===== src/mcfg_pkg.sv =====
// Package for the communication settings and trip monitor register bank
package mcfg_pkg;

    // Register offsets (word index on the plain register port)
    localparam logic [7:0] REG_STATION_ADDR   = 8'h00;
    localparam logic [7:0] REG_LINE_BIT_RATE  = 8'h01;
    localparam logic [7:0] REG_CHAR_FORMAT    = 8'h02;
    localparam logic [7:0] REG_LINK_WATCH     = 8'h03;
    localparam logic [7:0] REG_CMD_CHANNEL    = 8'h04;
    localparam logic [7:0] REG_ADVANCED_MODE  = 8'h05;
    localparam logic [7:0] REG_HIST_CLEAR     = 8'h06;
    localparam logic [7:0] REG_STATUS         = 8'h07;
    localparam logic [7:0] REG_START_DURATION = 8'h10;
    localparam logic [7:0] REG_START_PEAK     = 8'h11;
    localparam logic [7:0] REG_LATEST_TRIP    = 8'h12;
    localparam logic [7:0] REG_TRIP_CURRENT   = 8'h13;
    localparam logic [7:0] REG_RUN_HOURS      = 8'h14;
    localparam logic [7:0] REG_START_COUNT    = 8'h15;
    localparam logic [7:0] REG_TRIP_COUNT     = 8'h16;
    localparam logic [7:0] REG_HISTORY_BASE   = 8'h20;
    localparam logic [7:0] REG_HISTORY_LAST   = 8'h28;

    // Setting encodings and limits
    localparam logic [7:0]  STATION_OFF       = 8'h00;
    localparam logic [7:0]  STATION_MAX       = 8'hF7;
    localparam logic [1:0]  RATE_4K8          = 2'h0;
    localparam logic [1:0]  RATE_9K6          = 2'h1;
    localparam logic [1:0]  RATE_19K2         = 2'h2;
    localparam logic [1:0]  FMT_EIGHT_ODD_ONE  = 2'h0;
    localparam logic [1:0]  FMT_EIGHT_EVEN_ONE = 2'h1;
    localparam logic [1:0]  FMT_EIGHT_NONE_ONE = 2'h2;
    localparam logic [1:0]  FMT_EIGHT_NONE_TWO = 2'h3;
    localparam logic        CHAN_TERMINAL     = 1'b0;
    localparam logic        CHAN_SERIAL       = 1'b1;
    localparam logic [9:0]  WATCH_MIN         = 10'h001;
    localparam logic [9:0]  WATCH_MAX         = 10'h258;
    localparam logic [9:0]  WATCH_DEFAULT     = 10'h032;
    localparam logic [9:0]  MEASURE_MAX       = 10'h3E7;
    localparam logic [15:0] COUNT_MAX         = 16'hFFFF;
    localparam logic [7:0]  HIST_CLEAR_KEY    = 8'h01;

    // Trip codes
    localparam logic [7:0]  TRIP_NONE              = 8'h00;
    localparam logic [7:0]  serial_link_fault_code = 8'h0B;

    // Timing: 10 MHz clock
    localparam int          CLOCK_HZ          = 10_000_000;
    localparam int          TENTH_CYCLES      = CLOCK_HZ / 10;
    localparam int          SECOND_CYCLES     = CLOCK_HZ;
    localparam int          HOUR_SECONDS      = 3600;
    localparam int          HISTORY_DEPTH     = 9;

    // Register port carrier
    typedef struct packed {
        logic [7:0]  addr;
        logic [15:0] wdata;
        logic        wr;
        logic        rd;
        logic        from_serial;
    } mcfg_req_t;

    // Motor state as seen by the monitor
    typedef struct packed {
        logic        stopped;
        logic        soft_ramp;
        logic        start_begin;
        logic        start_done;
        logic        running;
        logic        trip_event;
        logic [7:0]  trip_code;
        logic [9:0]  motor_current;
    } mcfg_motor_t;

endpackage : mcfg_pkg


===== src/mcfg_tick.sv =====
// Free-running divider giving one-cycle strobes at a fixed period
`timescale 1ns/1ns
module mcfg_tick
    import mcfg_pkg::*;
#(
    parameter int PERIOD = TENTH_CYCLES
) (
    // Clock and reset
    input  wire logic clock,
    input  wire logic nrst,
    // Control
    input  wire logic restart,
    output logic      tick
);
    logic [31:0] count;

    always_ff @(posedge clock or negedge nrst) begin
        if (!nrst) begin
            count <= 32'h0;
            tick  <= 1'b0;
        end else if (restart) begin
            count <= 32'h0;
            tick  <= 1'b0;
        end else if (count == 32'(PERIOD - 1)) begin
            count <= 32'h0;
            tick  <= 1'b1;
        end else begin
            count <= count + 32'h1;
            tick  <= 1'b0;
        end
    end
endmodule : mcfg_tick


===== src/mcfg_satcnt.sv =====
// Saturating event counter with synchronous clear
`timescale 1ns/1ns
module mcfg_satcnt
    import mcfg_pkg::*;
#(
    parameter int W = 16
) (
    // Clock and reset
    input  wire logic         clock,
    input  wire logic         nrst,
    // Control
    input  wire logic         clear,
    input  wire logic         inc,
    output logic [W-1:0]      value
);
    always_ff @(posedge clock or negedge nrst) begin
        if (!nrst) begin
            value <= '0;
        end else if (clear) begin
            // An event in the clear cycle still counts, so none is lost
            value <= W'(inc);
        end else if (inc && value != {W{1'b1}}) begin
            value <= value + W'(1);
        end
    end
endmodule : mcfg_satcnt


===== src/mcfg_bank.sv =====
// Communication settings, command channel and trip monitor register bank
//
// Our own choices: the address-and-strobe port and the placing of the registers.
`timescale 1ns/1ns
module mcfg_bank
    import mcfg_pkg::*;
(
    // Clock and reset
    input  wire logic         clock,
    input  wire logic         nrst,
    // Register port
    input  wire mcfg_req_t    req,
    output logic [15:0]       rdata,
    output logic              write_rejected,
    output logic              illegal_function,
    // Motor state and pins
    input  wire mcfg_motor_t  motor,
    input  wire logic         logic_input_one,
    input  wire logic         forced_terminal_control,
    input  wire logic         link_frame_ok,
    input  wire logic         remote_run_request,
    // Outputs to the starter
    output logic              remote_run,
    output logic              link_trip,
    output logic              link_enabled,
    output logic [7:0]        active_station,
    output logic [1:0]        active_bit_rate,
    output logic [1:0]        active_format
);
    // Settings as written and as taken at power-on
    logic [7:0]  station_addr;
    logic [1:0]  line_bit_rate;
    logic [1:0]  char_format;
    logic [9:0]  link_watch_time;
    logic        cmd_channel;
    logic        advanced_mode_enable;
    logic        power_on_seen;

    logic [9:0]  last_start_duration;
    logic [9:0]  last_start_peak_current;
    logic [9:0]  start_seconds;
    logic [9:0]  start_peak;
    logic        starting;
    logic [7:0]  latest_trip_code;
    logic [9:0]  current_at_trip;
    logic [7:0]  trip_history [HISTORY_DEPTH];
    logic [11:0] hour_seconds;
    logic [9:0]  watch_count;
    logic        link_timeout;

    logic        wr_allowed;
    logic        wr_ok;
    logic        history_counter_clear;
    logic        any_trip;
    logic [7:0]  any_trip_code;
    logic        tenth_tick;
    logic        second_tick;
    logic [15:0] run_hours_total;
    logic [15:0] start_count_total;
    logic [15:0] trip_count_total;

    // Serial writes blocked by forced terminal control or soft ramps; every write blocked while the motor is not stopped
    always_comb begin
        wr_allowed = 1'b1;
        if (req.from_serial && forced_terminal_control) begin
            wr_allowed = 1'b0;
        end
        if (req.from_serial && motor.soft_ramp) begin
            wr_allowed = 1'b0;
        end
        if (!motor.stopped) begin
            wr_allowed = 1'b0;
        end
    end
    assign wr_ok = req.wr && wr_allowed;
    assign write_rejected = req.wr && !wr_allowed;
    assign illegal_function = req.wr && req.from_serial && forced_terminal_control;
    assign history_counter_clear = wr_ok && req.addr == REG_HIST_CLEAR
                                   && req.wdata[7:0] == HIST_CLEAR_KEY;

    // Writable settings; out-of-range values are ignored, except that command channel and advanced mode take bit 0 of any value
    always_ff @(posedge clock or negedge nrst) begin
        if (!nrst) begin
            station_addr         <= STATION_OFF;
            line_bit_rate        <= RATE_19K2;
            char_format          <= FMT_EIGHT_EVEN_ONE;
            link_watch_time      <= WATCH_DEFAULT;
            cmd_channel          <= CHAN_TERMINAL;
            advanced_mode_enable <= 1'b0;
        end else if (wr_ok) begin
            unique case (req.addr)
                REG_STATION_ADDR: begin
                    if (req.wdata[15:8] == 8'h00 && req.wdata[7:0] <= STATION_MAX) begin
                        station_addr <= req.wdata[7:0];
                    end
                end
                REG_LINE_BIT_RATE: begin
                    if (req.wdata[1:0] <= RATE_19K2 && req.wdata[15:2] == 14'h0) begin
                        line_bit_rate <= req.wdata[1:0];
                    end
                end
                REG_CHAR_FORMAT: begin
                    if (req.wdata[15:2] == 14'h0) begin
                        char_format <= req.wdata[1:0];
                    end
                end
                REG_LINK_WATCH: begin
                    if (req.wdata[15:10] == 6'h0 && req.wdata[9:0] >= WATCH_MIN
                        && req.wdata[9:0] <= WATCH_MAX) begin
                        link_watch_time <= req.wdata[9:0];
                    end
                end
                REG_CMD_CHANNEL:   cmd_channel <= req.wdata[0];
                REG_ADVANCED_MODE: advanced_mode_enable <= req.wdata[0];
                default: ;
            endcase
        end
    end

    // Link settings are taken once, on the first clock after power-on
    always_ff @(posedge clock or negedge nrst) begin
        if (!nrst) begin
            power_on_seen   <= 1'b0;
            active_station  <= STATION_OFF;
            active_bit_rate <= RATE_19K2;
            active_format   <= FMT_EIGHT_EVEN_ONE;
        end else if (!power_on_seen) begin
            power_on_seen   <= 1'b1;
            active_station  <= station_addr;
            active_bit_rate <= line_bit_rate;
            active_format   <= char_format;
        end
    end
    assign link_enabled = active_station != STATION_OFF;

    // Remote run needs the serial channel, input one high, no forced terminals
    always_ff @(posedge clock or negedge nrst) begin
        if (!nrst) begin
            remote_run <= 1'b0;
        end else begin
            remote_run <= remote_run_request && cmd_channel == CHAN_SERIAL
                          && logic_input_one && !forced_terminal_control;
        end
    end

    mcfg_tick #(.PERIOD(TENTH_CYCLES)) u_tenth (
        .clock   (clock),
        .nrst    (nrst),
        .restart (1'b0),
        .tick    (tenth_tick)
    );

    mcfg_tick #(.PERIOD(SECOND_CYCLES)) u_second (
        .clock   (clock),
        .nrst    (nrst),
        .restart (1'b0),
        .tick    (second_tick)
    );

    // Link watch counts tenths since the last good frame; supervised only when enabled
    always_ff @(posedge clock or negedge nrst) begin
        if (!nrst) begin
            watch_count  <= 10'h0;
            link_timeout <= 1'b0;
        end else if (!link_enabled || link_frame_ok) begin
            watch_count  <= 10'h0;
            link_timeout <= 1'b0;
        end else if (tenth_tick && !link_timeout) begin
            if (watch_count + 10'h1 >= link_watch_time) begin
                link_timeout <= 1'b1;
            end
            watch_count <= watch_count + 10'h1;
        end
    end
    // Only the first expiry trips; the flag holds until a frame arrives
    logic link_timeout_d;
    always_ff @(posedge clock or negedge nrst) begin
        if (!nrst) begin
            link_timeout_d <= 1'b0;
        end else begin
            link_timeout_d <= link_timeout;
        end
    end
    assign link_trip = link_timeout && !link_timeout_d;

    assign any_trip      = motor.trip_event || link_trip;
    assign any_trip_code = link_trip ? serial_link_fault_code : motor.trip_code;

    // Start duration and peak current measurement
    always_ff @(posedge clock or negedge nrst) begin
        if (!nrst) begin
            starting                <= 1'b0;
            start_seconds           <= 10'h0;
            start_peak              <= 10'h0;
            last_start_duration     <= 10'h0;
            last_start_peak_current <= 10'h0;
        end else if (motor.start_begin) begin
            starting      <= 1'b1;
            start_seconds <= 10'h0;
            start_peak    <= motor.motor_current;
        end else if (starting) begin
            if (second_tick && start_seconds != MEASURE_MAX) begin
                start_seconds <= start_seconds + 10'h1;
            end
            if (motor.motor_current > start_peak) begin
                start_peak <= motor.motor_current;
            end
            if (motor.start_done) begin
                starting                <= 1'b0;
                last_start_duration     <= start_seconds;
                last_start_peak_current <= (start_peak > MEASURE_MAX) ? MEASURE_MAX
                                                                      : start_peak;
            end
        end
    end

    // Latest trip, trip current and history shift
    always_ff @(posedge clock or negedge nrst) begin
        if (!nrst) begin
            latest_trip_code <= TRIP_NONE;
            current_at_trip  <= 10'h0;
        end else if (any_trip) begin
            latest_trip_code <= any_trip_code;
            current_at_trip  <= (motor.motor_current > MEASURE_MAX) ? MEASURE_MAX
                                                                    : motor.motor_current;
        end else if (history_counter_clear) begin
            latest_trip_code <= TRIP_NONE;
        end
    end

    genvar gi;
    generate
        for (gi = 0; gi < HISTORY_DEPTH; gi++) begin : g_hist
            always_ff @(posedge clock or negedge nrst) begin
                if (!nrst) begin
                    trip_history[gi] <= TRIP_NONE;
                end else if (any_trip) begin
                    trip_history[gi] <= (gi == 0) ? latest_trip_code
                                                  : trip_history[(gi == 0) ? 0 : gi - 1];
                end else if (history_counter_clear) begin
                    trip_history[gi] <= TRIP_NONE;
                end
            end
        end
    endgenerate

    // Run hours: seconds of running accumulate into whole hours
    always_ff @(posedge clock or negedge nrst) begin
        if (!nrst) begin
            hour_seconds <= 12'h0;
        end else if (history_counter_clear) begin
            hour_seconds <= 12'h0;
        end else if (motor.running && second_tick) begin
            hour_seconds <= (hour_seconds == 12'(HOUR_SECONDS - 1)) ? 12'h0
                                                                    : hour_seconds + 12'h1;
        end
    end

    mcfg_satcnt #(.W(16)) u_hours (
        .clock (clock),
        .nrst  (nrst),
        .clear (history_counter_clear),
        .inc   (motor.running && second_tick
                && hour_seconds == 12'(HOUR_SECONDS - 1)),
        .value (run_hours_total)
    );

    mcfg_satcnt #(.W(16)) u_starts (
        .clock (clock),
        .nrst  (nrst),
        .clear (history_counter_clear),
        .inc   (motor.start_begin),
        .value (start_count_total)
    );

    mcfg_satcnt #(.W(16)) u_trips (
        .clock (clock),
        .nrst  (nrst),
        .clear (history_counter_clear),
        .inc   (any_trip),
        .value (trip_count_total)
    );

    // Read data one cycle after the strobe; unmapped offsets read zero
    always_ff @(posedge clock or negedge nrst) begin
        if (!nrst) begin
            rdata <= 16'h0;
        end else if (req.rd) begin
            rdata <= 16'h0;
            unique case (req.addr)
                REG_STATION_ADDR:   rdata <= {8'h0, station_addr};
                REG_LINE_BIT_RATE:  rdata <= {14'h0, line_bit_rate};
                REG_CHAR_FORMAT:    rdata <= {14'h0, char_format};
                REG_LINK_WATCH:     rdata <= {6'h0, link_watch_time};
                REG_CMD_CHANNEL:    rdata <= {15'h0, cmd_channel};
                REG_ADVANCED_MODE:  rdata <= {15'h0, advanced_mode_enable};
                REG_STATUS:         rdata <= {12'h0, link_timeout, link_enabled,
                                              remote_run, motor.stopped};
                REG_START_DURATION: rdata <= {6'h0, last_start_duration};
                REG_START_PEAK:     rdata <= {6'h0, last_start_peak_current};
                REG_LATEST_TRIP:    rdata <= {8'h0, latest_trip_code};
                REG_TRIP_CURRENT:   rdata <= {6'h0, current_at_trip};
                REG_RUN_HOURS:      rdata <= run_hours_total;
                REG_START_COUNT:    rdata <= start_count_total;
                REG_TRIP_COUNT:     rdata <= trip_count_total;
                default: begin
                    if (req.addr >= REG_HISTORY_BASE && req.addr <= REG_HISTORY_LAST) begin
                        if (req.addr == REG_HISTORY_BASE || advanced_mode_enable) begin
                            rdata <= {8'h0, trip_history[4'(req.addr - REG_HISTORY_BASE)]};
                        end
                    end
                end
            endcase
        end
    end

    chk_trip_history_shift: assert property (@(posedge clock) disable iff (!nrst)
        any_trip |=> trip_history[0] == $past(latest_trip_code))
        else $error("history entry one did not take the previous latest trip");

    chk_link_trip_code: assert property (@(posedge clock) disable iff (!nrst)
        link_trip |=> latest_trip_code == serial_link_fault_code)
        else $error("link timeout did not record serial link fault");

    chk_ramp_write_drop: assert property (@(posedge clock) disable iff (!nrst)
        (req.wr && req.from_serial && motor.soft_ramp && req.addr == REG_CMD_CHANNEL)
        |=> $stable(cmd_channel))
        else $error("serial write took effect during soft ramp");

    chk_remote_needs_input: assert property (@(posedge clock) disable iff (!nrst)
        !logic_input_one |=> !remote_run)
        else $error("remote run granted without logic input one");

    chk_trip_count_up: assert property (@(posedge clock) disable iff (!nrst)
        (any_trip && !history_counter_clear && trip_count_total != COUNT_MAX)
        |=> trip_count_total == $past(trip_count_total) + 16'h1)
        else $error("trip counter did not advance");

    chk_watch_off: assert property (@(posedge clock) disable iff (!nrst)
        !link_enabled |=> !link_timeout)
        else $error("link watch active with station off");

    chk_forced_reject: assert property (@(posedge clock) disable iff (!nrst)
        (req.wr && req.from_serial && forced_terminal_control) |-> illegal_function
        ##0 write_rejected)
        else $error("forced terminal write not rejected");

    chk_run_write_block: assert property (@(posedge clock) disable iff (!nrst)
        (req.wr && !motor.stopped && req.addr == REG_LINE_BIT_RATE)
        |=> $stable(line_bit_rate))
        else $error("setting changed while motor running");
endmodule : mcfg_bank


===== config.mk =====
export PLATFORM = sky130hd
export DESIGN_NAME = mcfg_bank
export DESIGN_NICKNAME = d
export VERILOG_FILES = /design/src/mcfg_pkg.sv /design/src/mcfg_tick.sv /design/src/mcfg_satcnt.sv /design/src/mcfg_bank.sv
export SDC_FILE = /design/constraint.sdc
export NUM_CORES = 1
export LEC_CHECK = 0
export ABC_AREA = 1
export BUFFER_PORTS_ARGS = -buffer_cell sky130_fd_sc_hd__buf_2
export CAP_MARGIN = 20
export CORE_ASPECT_RATIO = 1.2
export CORE_UTILIZATION = 30
export DETAILED_ROUTE_END_ITERATION = 6
export SYNTH_ARGS = -nofsm -noshare
export SYNTH_HDL_FRONTEND = slang
export SYNTH_SLANG_ARGS = --single-unit

===== constraint.sdc =====
create_clock -name clock -period 2.9 [get_ports clock]
set_clock_uncertainty 0.15 [all_clocks]
set_input_delay 0.145 -clock clock [delete_from_list [all_inputs] [get_ports clock]]
set_output_delay 0.145 -clock clock [all_outputs]
set_load 0.02 [all_outputs]

==> reports/metrics.csv, run 1 <==
metric;value;unit
period_share;86.9;%
reg2reg_slack;0.48;ns
synthAdderAreaFrac;1.98;%
synth-main-ff-cell;dfrtp_1;
syn_area;17700;µm²
worst-r2r-cell-count;14;
hp-class;primary input to register;
row_count;97;
p_total;11300;µW
finish.utilization;35.7;%
port_buffers;89;
ant_nets;0;
cts_tree;yes;
synth.area.mux_share;0.446;%
synth_compound_area_share;9.31;%
placed_cell_area;18900;µm²
vias_per_cell;4.83;
nets;2525;
io_pins;90;
hold_viol_final;0;
cts.sinks;323;
setup_viol;0;
synth_top_family_by_area;simple AND/OR/NAND/NOR gates;
dieWidth;223;µm
start_kind;primary input;
synth-seq-area-share;45.8;%
holdPathEnd;station_addr[1]$_DFFE_PN0P_;
ir_drop;339;µV
power_density;543;nW/µm²
grt_pass1_wl;80.3;mm
required;3.25;ns
synth_enable_flop_cells;0;
track_usage;16.8;%
p_clk_share;44.0;%
max_freq;0.397;GHz
drt_iter0_drc;1071;
cts.htree.levels;2;
rr_startpoint;watch_count[0]$_DFFE_PN0P_;
finalInstanceArea;20800;µm²
reg2reg_to;link_timeout$_DFFE_PN0P_;
synthDistinctLibCells;52;
slew_headroom;47.8;%
rsz0062_at_grt;false;
dp_hpwl;36.1;mm
grt_overflow_total;0;
antenna_found_initial;3;
wl_per_cell;15.5;µm
p_int;8310;µW
core;58300;µm²
drive_gt1_share;10.3;%
root_buffer;clkbuf_16;
outcome;complete, no violations;
nFillCells;6142;
final_cell_mix;514 x nand2_1, 316 x dfrtp_1, 292 x inv_1, 288 x nor2_1, 191 x nand3_1;
fin_hold_ws;0.0357;ns
p_switching;2990;µW
comb_power_share;11.0;%
drt_pass1_iterations;5;
cp.arrival;2.86;ns
drcViolationCount;0;
syn_nets;2375;
gp_congestion;0.878;
worst_pin_slew;0.777;ns
avgSynthCellArea;7.71;µm²
worst-setup-path-type;primary input to register;
yosys.area_share.simple;29.6;%
die_h;268;µm
swShare;26.5;%
maxSlewViolCount;0;
synth_area_leaders;dfrtp_1 45%, nand2_1 11%, inv_1 6.2%;
yosysWarnings;0;
cp-end-kind;register;
synth_xor_area_share;4.27;%
cp_max_fo;10;
layout_commonest_cell;nand2_1;
clock_latency;0.56;ns
syn_to_final_growth;17.8;%
ys_ff_latch;323;
cap_violations;0;
p_leak;0.00987;µW
routed_wl;49.8;mm
yosys.area.top_type;dfrtp_1;
synthCells;2290;
clockBufferDepth;3;
grt_max_degree;78;
p_seq_share;45.0;%
initial_core_util;30.3;%
holdPathStages;7;
critPathLaunch;req[19];
numCtsBuffers;38;
post-route-min-period;2.52;ns
fin_setup_tns;0;ns
dieArea;59800;µm²
yosys.area.top_type_share;44.8;%
first_global_vias;15100;
postSynth.asyncResetShare;100;%
hold_path.startpoint;req[15];
clk_pin_slew_worst_paths;0.06;ns
vias;15500;
-- worst max-delay path by stage --
stage                                  end  slack (ns)  cells past startpoint
2_1_floorplan     link_timeout$_DFFE_PN0P_        0.69                     14
3_3_place_gp      link_timeout$_DFFE_PN0P_        0.47                     14
3_5_place_dp      link_timeout$_DFFE_PN0P_        0.46                     14
4_1_cts           link_timeout$_DFFE_PN0P_        0.44                     14
5_1_grt           link_timeout$_DFFE_PN0P_        0.28                     14
6_report       station_addr[2]$_DFFE_PN0P_        0.38                     10
-- synth_stat cells (14+ instances only) --
cell      count
buf_2        26
dfrtp_1     316
xnor2_1      14
a21oi_1      46
nand2_1     514
inv_1       292
nand4_1      62
clkbuf_1     21
nand3_1     191
o22ai_1      82
o21ai_1      28
o21ai_0     103
nor2_1      289
nor3_1       66
ha_1         28
xor2_1       72
-- what timing repair did --
action,in CTS,in global routing
resized for setup,0,0
hold buffers,55,0
buffers inserted,0,0
endpoints found under the hold margin,402,0
-- area by class of cell --
cell class	instances	area (µm²)	area share (%)
clock buffers	57	1160	5.56
repair buffers	172	1280	6.13
flip-flops and latches	323	8090	38.9
multi-input cells	1601	8070	38.8
diodes	1	2.50	0.0120
well taps	742	928	4.46
inverters	304	1140	5.48
clock inverters	11	139	0.668
-- logic make-up (layout without fill, tap and decap cells) --
logic type / count (synthesis) / in the layout
AND/OR/NAND/NOR: 1189 / 1189
adder cells (fa/ha/maj): 28 / 28
AO/OA/AOI/OAI: 290 / 290
flip-flops: 323 / 323
multiplexers: 7 / 7
XOR/XNOR: 86 / 86
other: 1 / 2
buffers and inverters: 366 / 544
-- registers in the layout (all words and copies together) (netlist names), 2 cells and up --
register                 flops
trip_history                72
u_second.count              32
u_tenth.count               32
rdata                       16
u_hours.value               16
u_starts.value              16
u_trips.value               16
hour_seconds                12
current_at_trip             10
last_start_duration         10
last_start_peak_current     10
link_watch_time             10
start_peak                  10
start_seconds               10
watch_count                 10
active_station               8
latest_trip_code             8
station_addr                 8
active_bit_rate              2
active_format                2
char_format                  2
line_bit_rate                2
-- worst max-delay path, cell delays in order --
cell           delay, ns
dlygate4sd3_1       0.59
buf_2               0.19
nor2_4              0.35
nand2_2             0.14
inv_2               0.12
nand2_2             0.14
nor3_4              0.39
nand3_1             0.13
dlygate4sd3_1       0.60
nand2_1             0.07
-- per-stage QoR --
step,setup slack (ns),instances
2_1_floorplan,0.687,2290
4_1_cts,0.439,3210
3_3_place_gp,0.473,3087
5_1_grt,0.281,3211
3_5_place_dp,0.463,3087
6_report,0.381,3211
-- power by group through the flow --
stage	clock network (µW)	logic (µW)	registers (µW)
floorplan	0	798	5080
detailed placement	0	1180	5160
CTS	5130	1250	5080
global route	5310	1420	5120
finish	4970	1240	5080
global placement	0	1160	5150
-- per-layer routing --
layer / GRT usage [%] / vias up / part of all wire (%)
li1: - / 7759 / -
met2: 27.7 / 330 / 47
met3: 3.37 / 95 / 4.9
met4: 6.22 / 4 / 3.2
met5: 0 / - / 0.052
met1: 21.8 / 7336 / 45
Power figures use the tool's default switching activity.
==> run 2: changes to the inputs <==
--- a/config.mk
+++ b/config.mk
@@ -5,7 +5,6 @@
 export SDC_FILE = /design/constraint.sdc
 export NUM_CORES = 1
 export LEC_CHECK = 0
-export ABC_AREA = 1
 export BUFFER_PORTS_ARGS = -buffer_cell sky130_fd_sc_hd__buf_2
 export CAP_MARGIN = 20
 export CORE_ASPECT_RATIO = 1.2
==> run 2 against run 1 <==
Clock-buffer cell count down 3. Die area down 5.3%. Utilization up 0.57 points. Sequential cell count unchanged. Register-to-register slack worse by 0.10 ns. Sequential power up 2%. Area after synthesis down 5.3%. Maximum frequency down 8.3%. Total power down 1.9%. Sequential share of layout area up 1.7 points. Non-clock buffer count up 27.
==> reports/metrics.csv, run 2 <==
metric;value;unit
syn_nets;1852;
reg2reg_slack;0.38;ns
syn_to_final_growth;19.2;%
die_h;261;µm
nFillCells;5429;
worst-r2r-cell-count;6;
yosys.area.top_type;dfrtp_1;
avgSynthCellArea;9.46;µm²
hp-class;primary input to register;
multi_input_area;8150;µm²
cts_setup_buffers;0;
synth_top_family_by_area;simple AND/OR/NAND/NOR gates;
yosysWarnings;0;
cts.htree.levels;2;
worst_path_max_delay_cell;dlygate4sd3_1;
wl_per_cell;17.1;µm
clk_pin_slew_worst_paths;0.06;ns
synth_common_cells;316 x dfrtp_1, 307 x nand2_1, 126 x nor2_1;
cp_max_fo;11;
period_share;94.7;%
cap_violations;0;
synth_xor_area_share;5.66;%
drt_iter0_drc;972;
root_buffer;clkbuf_16;
layout_commonest_cell;dfrtp_1;
max_freq;0.364;GHz
cts_tree;yes;
post-route-min-period;2.75;ns
max_stage_delay;0.57;ns
dieWidth;217;µm
fin_setup_tns;0;ns
synth-seq-area-share;48.4;%
vias;13800;
antenna_found_initial;0;
regMostFlops;trip_history;
row_count;94;
drcViolationCount;0;
grt_overflow_total;0;
largest_reg_flops;72;
outcome;complete, no violations;
n_antenna_cell;0;
synthCells;1767;
first_global_vias;13800;
final_cell_mix;316 x dfrtp_1, 307 x nand2_1, 125 x nor2_1, 113 x o21ai_0, 91 x nand3_1;
worst_pin_slew;0.726;ns
fin_hold_ws;0.0169;ns
numCtsBuffers;37;
rsz0062_at_grt;false;
ir_drop;407;µV
dp_hpwl;32.8;mm
grt_max_degree;83;
synthAdderAreaFrac;2.10;%
drive_gt1_share;14.4;%
synth_compound_area_share;12.2;%
syn_area;16700;µm²
cp.arrival;3.00;ns
clock_latency;0.53;ns
required;3.15;ns
port_buffers;89;
initial_core_util;30.4;%
power_density;556;nW/µm²
start_kind;primary input;
reg2reg_to;latest_trip_code[3]$_DFFE_PN0P_;
io_pins;90;
core;54900;µm²
crit_end;latest_trip_code[0]$_DFFE_PN0P_;
synth.most_common_cell;dfrtp_1;
regArea;8090;µm²
vias_per_cell;5.18;
setup_viol;0;
routed_wl;45.6;mm
yosys.area_share.simple;22.5;%
synthDistinctLibCells;79;
hold_viol_final;0;
drt_pass1_iterations;6;
worst-setup-path-type;primary input to register;
slew_headroom;51.6;%
synth_enable_flop_cells;0;
p_total;11100;µW
gp_congestion;0.894;
track_usage;16.1;%
synth.area.mux_share;6.13;%
ant_nets;0;
synth-main-ff-cell;dfrtp_1;
nets;2005;
cp-end-kind;register;
ys_ff_latch;323;
clockBufferDepth;3;
cts.sinks;323;
critPathLaunch;req[5];
top_regs;trip_history (72), u_second.count (32), u_tenth.count (32);
cp_cell_sequence;dlygate4sd3_1 > buf_2 > nor4_1 > and4_2 > nand2_1 > buf_4 > nand2_1 > o21ai_0 > dlygate4sd3_1;
synth_area_leaders;dfrtp_1 47%, nand2_1 6.9%, o21ai_0 3.4%;
maxSlewViolCount;0;
p_leak;0.00880;µW
dieArea;56700;µm²
yosys.area.top_type_share;47.3;%
grt_pass1_wl;74.4;mm
rr_startpoint;link_timeout$_DFFE_PN0P_;
postSynth.asyncResetShare;100;%
run 2: cell types whose count changed after synthesis, moves of 30 or more:
cell	delta
clkbuf_1	+40
inv_1	-254
mux2_2	+30
mux2i_1	+54
nand2_1	-207
nand3_1	-100
nor2_1	-163
nor3_1	-43
o22ai_1	-74
xnor2_1	+46
run 2: per-stage QoR:
stage / cell area (µm²) / util (%) / instances / worst slack, ns
final: 19900 / 36.3 / 2663 / 0.154
after global routing: 19900 / 36.3 / 2663 / 0.0134
after detailed placement: 18300 / 33.3 / 2556 / 0.265
after floorplan: 16700 / - / 1767 / 0.685
after global placement: 18300 / 33.3 / 2556 / 0.329
after CTS: 19900 / 36.3 / 2663 / 0.0648
run 2: logic make-up (layout without fill, tap and decap cells):
family | after synthesis | in the layout
mux | 94 | 94
flops | 323 | 323
simple gates | 770 | 770
fa+ha+maj | 28 | 28
other cells | 1 | 1
xor+xnor | 108 | 108
buf+inv | 123 | 299
compound gates | 320 | 320
run 2: repair_timing:
action | CTS | global route
gates resized for setup | 0 | 1
hold buffers | 45 | 0
endpoints found under the hold margin | 156 | 0
endpoints found under the setup margin | 0 | 3
run 2: layer usage:
metal	vias up	global-route usage (%)	wire (µm)
met5	-	0	0
met4	0	5.01	1310
met3	80	2.73	2320
met2	343	27.7	22300
met1	6773	20.5	19700
li1	6594	-	-
run 2: worst max-delay path, delay by kind of cell:
kind | cells | cell delay (ns)
compound gates | 1 | 0.07
buf+inv | 4 | 1.55
simple gates | 4 | 1.23
run 2: report_power, final:
part           leakage, µW  switching, µW  internal, µW  total (µW)
Sequential         0.00427            346          4840        5190
Clock             0.000584           1850          2790        4640
Combinational      0.00394            746           506        1250
Total              0.00880           2950          8130       11100
run 2: layout make-up:
type | count | share of cell area (%)
Clock inverter | 8 | 0.502
Timing Repair Buffer | 199 | 7.31
Sequential cell | 323 | 40.6
Multi-Input combinational cell | 1321 | 40.9
Tap cell | 720 | 4.52
Clock buffer | 54 | 5.48
Inverter | 38 | 0.716
run 2: worst min-delay path by stage:
stage	end	depth (start not counted)	from
floorplan	active_bit_rate[0]$_DFFE_PN0N_	0	nrst
global placement	hour_seconds[3]$_DFFE_PN0P_	1	nrst
detailed placement	hour_seconds[3]$_DFFE_PN0P_	1	nrst
CTS	watch_count[1]$_DFFE_PN0P_	3	link_frame_ok
global route	watch_count[1]$_DFFE_PN0P_	3	link_frame_ok
finish	watch_count[1]$_DFFE_PN0P_	3	link_frame_ok
==> run 3: changes to the inputs <==
--- a/config.mk
+++ b/config.mk
@@ -10,6 +10,7 @@
 export CORE_ASPECT_RATIO = 1.2
 export CORE_UTILIZATION = 30
 export DETAILED_ROUTE_END_ITERATION = 6
+export MAX_ROUTING_LAYER = met4
 export SYNTH_ARGS = -nofsm -noshare
 export SYNTH_HDL_FRONTEND = slang
 export SYNTH_SLANG_ARGS = --single-unit
==> run 3 against run 2 <==
Die area did not move. Global-route usage is 0.49 points higher. First-iteration DRC count shrank 4.0%. Design area did not move. Combinational power is essentially flat. Critical path depth unchanged. Non-clock buffer count unchanged. Register-to-register slack hardly changed. Sequential cell count is the same. Sequential power about the same. Cell count unchanged. Utilization unchanged.
==> reports/metrics.csv, run 3 (synthesis gave the netlist of run 2 again) <==
metric;value;unit
cp.arrival;3.01;ns
vias_per_cell;5.19;
worst_path_max_delay_cell;dlygate4sd3_1;
vias;13800;
critPathLaunch;req[5];
clock_latency;0.53;ns
dp_hpwl;32.8;mm
grt_max_degree;83;
cap_violations;0;
nets;2005;
first_global_vias;13800;
worst-setup-path-type;primary input to register;
top_regs;trip_history (72), u_second.count (32), u_tenth.count (32);
fin_setup_tns;0;ns
rr_startpoint;link_timeout$_DFFE_PN0P_;
regMostFlops;trip_history;
ir_drop;407;µV
drive_gt1_share;14.4;%
crit_end;latest_trip_code[3]$_DFFE_PN0P_;
dieArea;56700;µm²
clockBufferDepth;3;
max_stage_delay;0.57;ns
n_antenna_cell;0;
grt_overflow_total;0;
dp_cells;2556;
power_density;555;nW/µm²
regArea;8090;µm²
die_h;261;µm
multi_input_area;8150;µm²
maxSlewViolCount;0;
cp-end-kind;register;
dieWidth;217;µm
outcome;complete, no violations;
cp_cell_sequence;dlygate4sd3_1 > buf_2 > nor4_1 > and4_2 > nand2_1 > buf_4 > nand2_1 > o21ai_0 > dlygate4sd3_1;
initial_core_util;30.4;%
cts.htree.levels;2;
worst_pin_slew;0.730;ns
final_cell_mix;316 x dfrtp_1, 307 x nand2_1, 125 x nor2_1, 113 x o21ai_0, 91 x nand3_1;
drt_iter0_drc;933;
antenna_found_initial;0;
track_usage;16.6;%
clk_pin_slew_worst_paths;0.06;ns
syn_to_final_growth;19.2;%
gp_congestion;0.909;
drcViolationCount;0;
setup_viol;0;
fin_cells;2663;
io_pins;90;
core;54900;µm²
reg2reg_to;latest_trip_code[3]$_DFFE_PN0P_;
p_leak;0.00880;µW
max_freq;0.363;GHz
largest_reg_flops;72;
nFillCells;5429;
reg2reg_slack;0.38;ns
cts.sinks;323;
wl_per_cell;17.1;µm
routed_wl;45.5;mm
row_count;94;
ant_nets;0;
period_share;95.1;%
cts_tree;yes;
hp-class;primary input to register;
worst-r2r-cell-count;6;
start_kind;primary input;
hold_viol_final;0;
root_buffer;clkbuf_16;
layout_commonest_cell;dfrtp_1;
cp_max_fo;11;
post-route-min-period;2.76;ns
rsz0062_at_grt;false;
required;3.15;ns
slew_headroom;51.3;%
numCtsBuffers;37;
cts_setup_buffers;0;
drt_pass1_iterations;5;
port_buffers;89;
grt_pass1_wl;74.4;mm
run 3: metal layers:
layer	part of all wire (%)	vias up	global-route usage, %
met5	0	-	-
met4	2.8	0	5.14
met1	43	6823	20.6
li1	-	6602	-
met2	49	321	27.7
met3	4.7	72	2.60
run 3: critical path: cells and delay by family:
| kind | cells | cell delay (ns) |
|---|---|---|
| and+or+nand+nor | 4 | 1.25 |
| AOI/OAI and AO/OA | 1 | 0.07 |
| buffers and inverters | 4 | 1.54 |
run 3: per-stage QoR:
step / hold slack (ns) / total power, µW / util, % / worst slack, ns / area (µm²)
CTS: 0.0108 / 11200 / 36.3 / 0.0648 / 19900
global placement: 0.0582 / 6410 / 33.3 / 0.329 / 18300
detailed placement: 0.0659 / 6460 / 33.3 / 0.265 / 18300
floorplan: -0.301 / 5920 / - / 0.685 / 16700
global route: 0.0451 / 11600 / 36.3 / 0.0134 / 19900
finish: 0.0174 / 11100 / 36.3 / 0.142 / 19900
run 3: worst min-delay path by stage:
| stage | start | to | slack (ns) | cells past startpoint |
|---|---|---|---|---|
| global route | link_frame_ok | watch_count[1]$_DFFE_PN0P_ | 0.05 | 3 |
| floorplan | nrst | active_bit_rate[0]$_DFFE_PN0N_ | -0.30 | 0 |
| CTS | link_frame_ok | watch_count[1]$_DFFE_PN0P_ | 0.01 | 3 |
| global placement | nrst | hour_seconds[3]$_DFFE_PN0P_ | 0.06 | 1 |
| detailed placement | nrst | hour_seconds[3]$_DFFE_PN0P_ | 0.07 | 1 |
| finish | link_frame_ok | watch_count[1]$_DFFE_PN0P_ | 0.02 | 3 |
run 3: cell type report:
cell class	count	share of cell area [%]
clock buffers	54	5.48
clock inverters	8	0.502
inverters	38	0.716
multi-input cells	1321	40.9
flip-flops and latches	323	40.6
well taps	720	4.52
repair buffers	199	7.31
run 3: repair_timing:
action,4_1_cts,5_1_grt
hold endpoints to repair,156,0
setup endpoints to repair,0,3
hold buffers,45,0
gates resized for setup,0,1
run 3: power by group:
| part | switching, µW | internal (µW) |
|---|---|---|
| sequential | 344 | 4840 |
| clock | 1850 | 2780 |
| combinational | 744 | 506 |
| total | 2940 | 8130 |
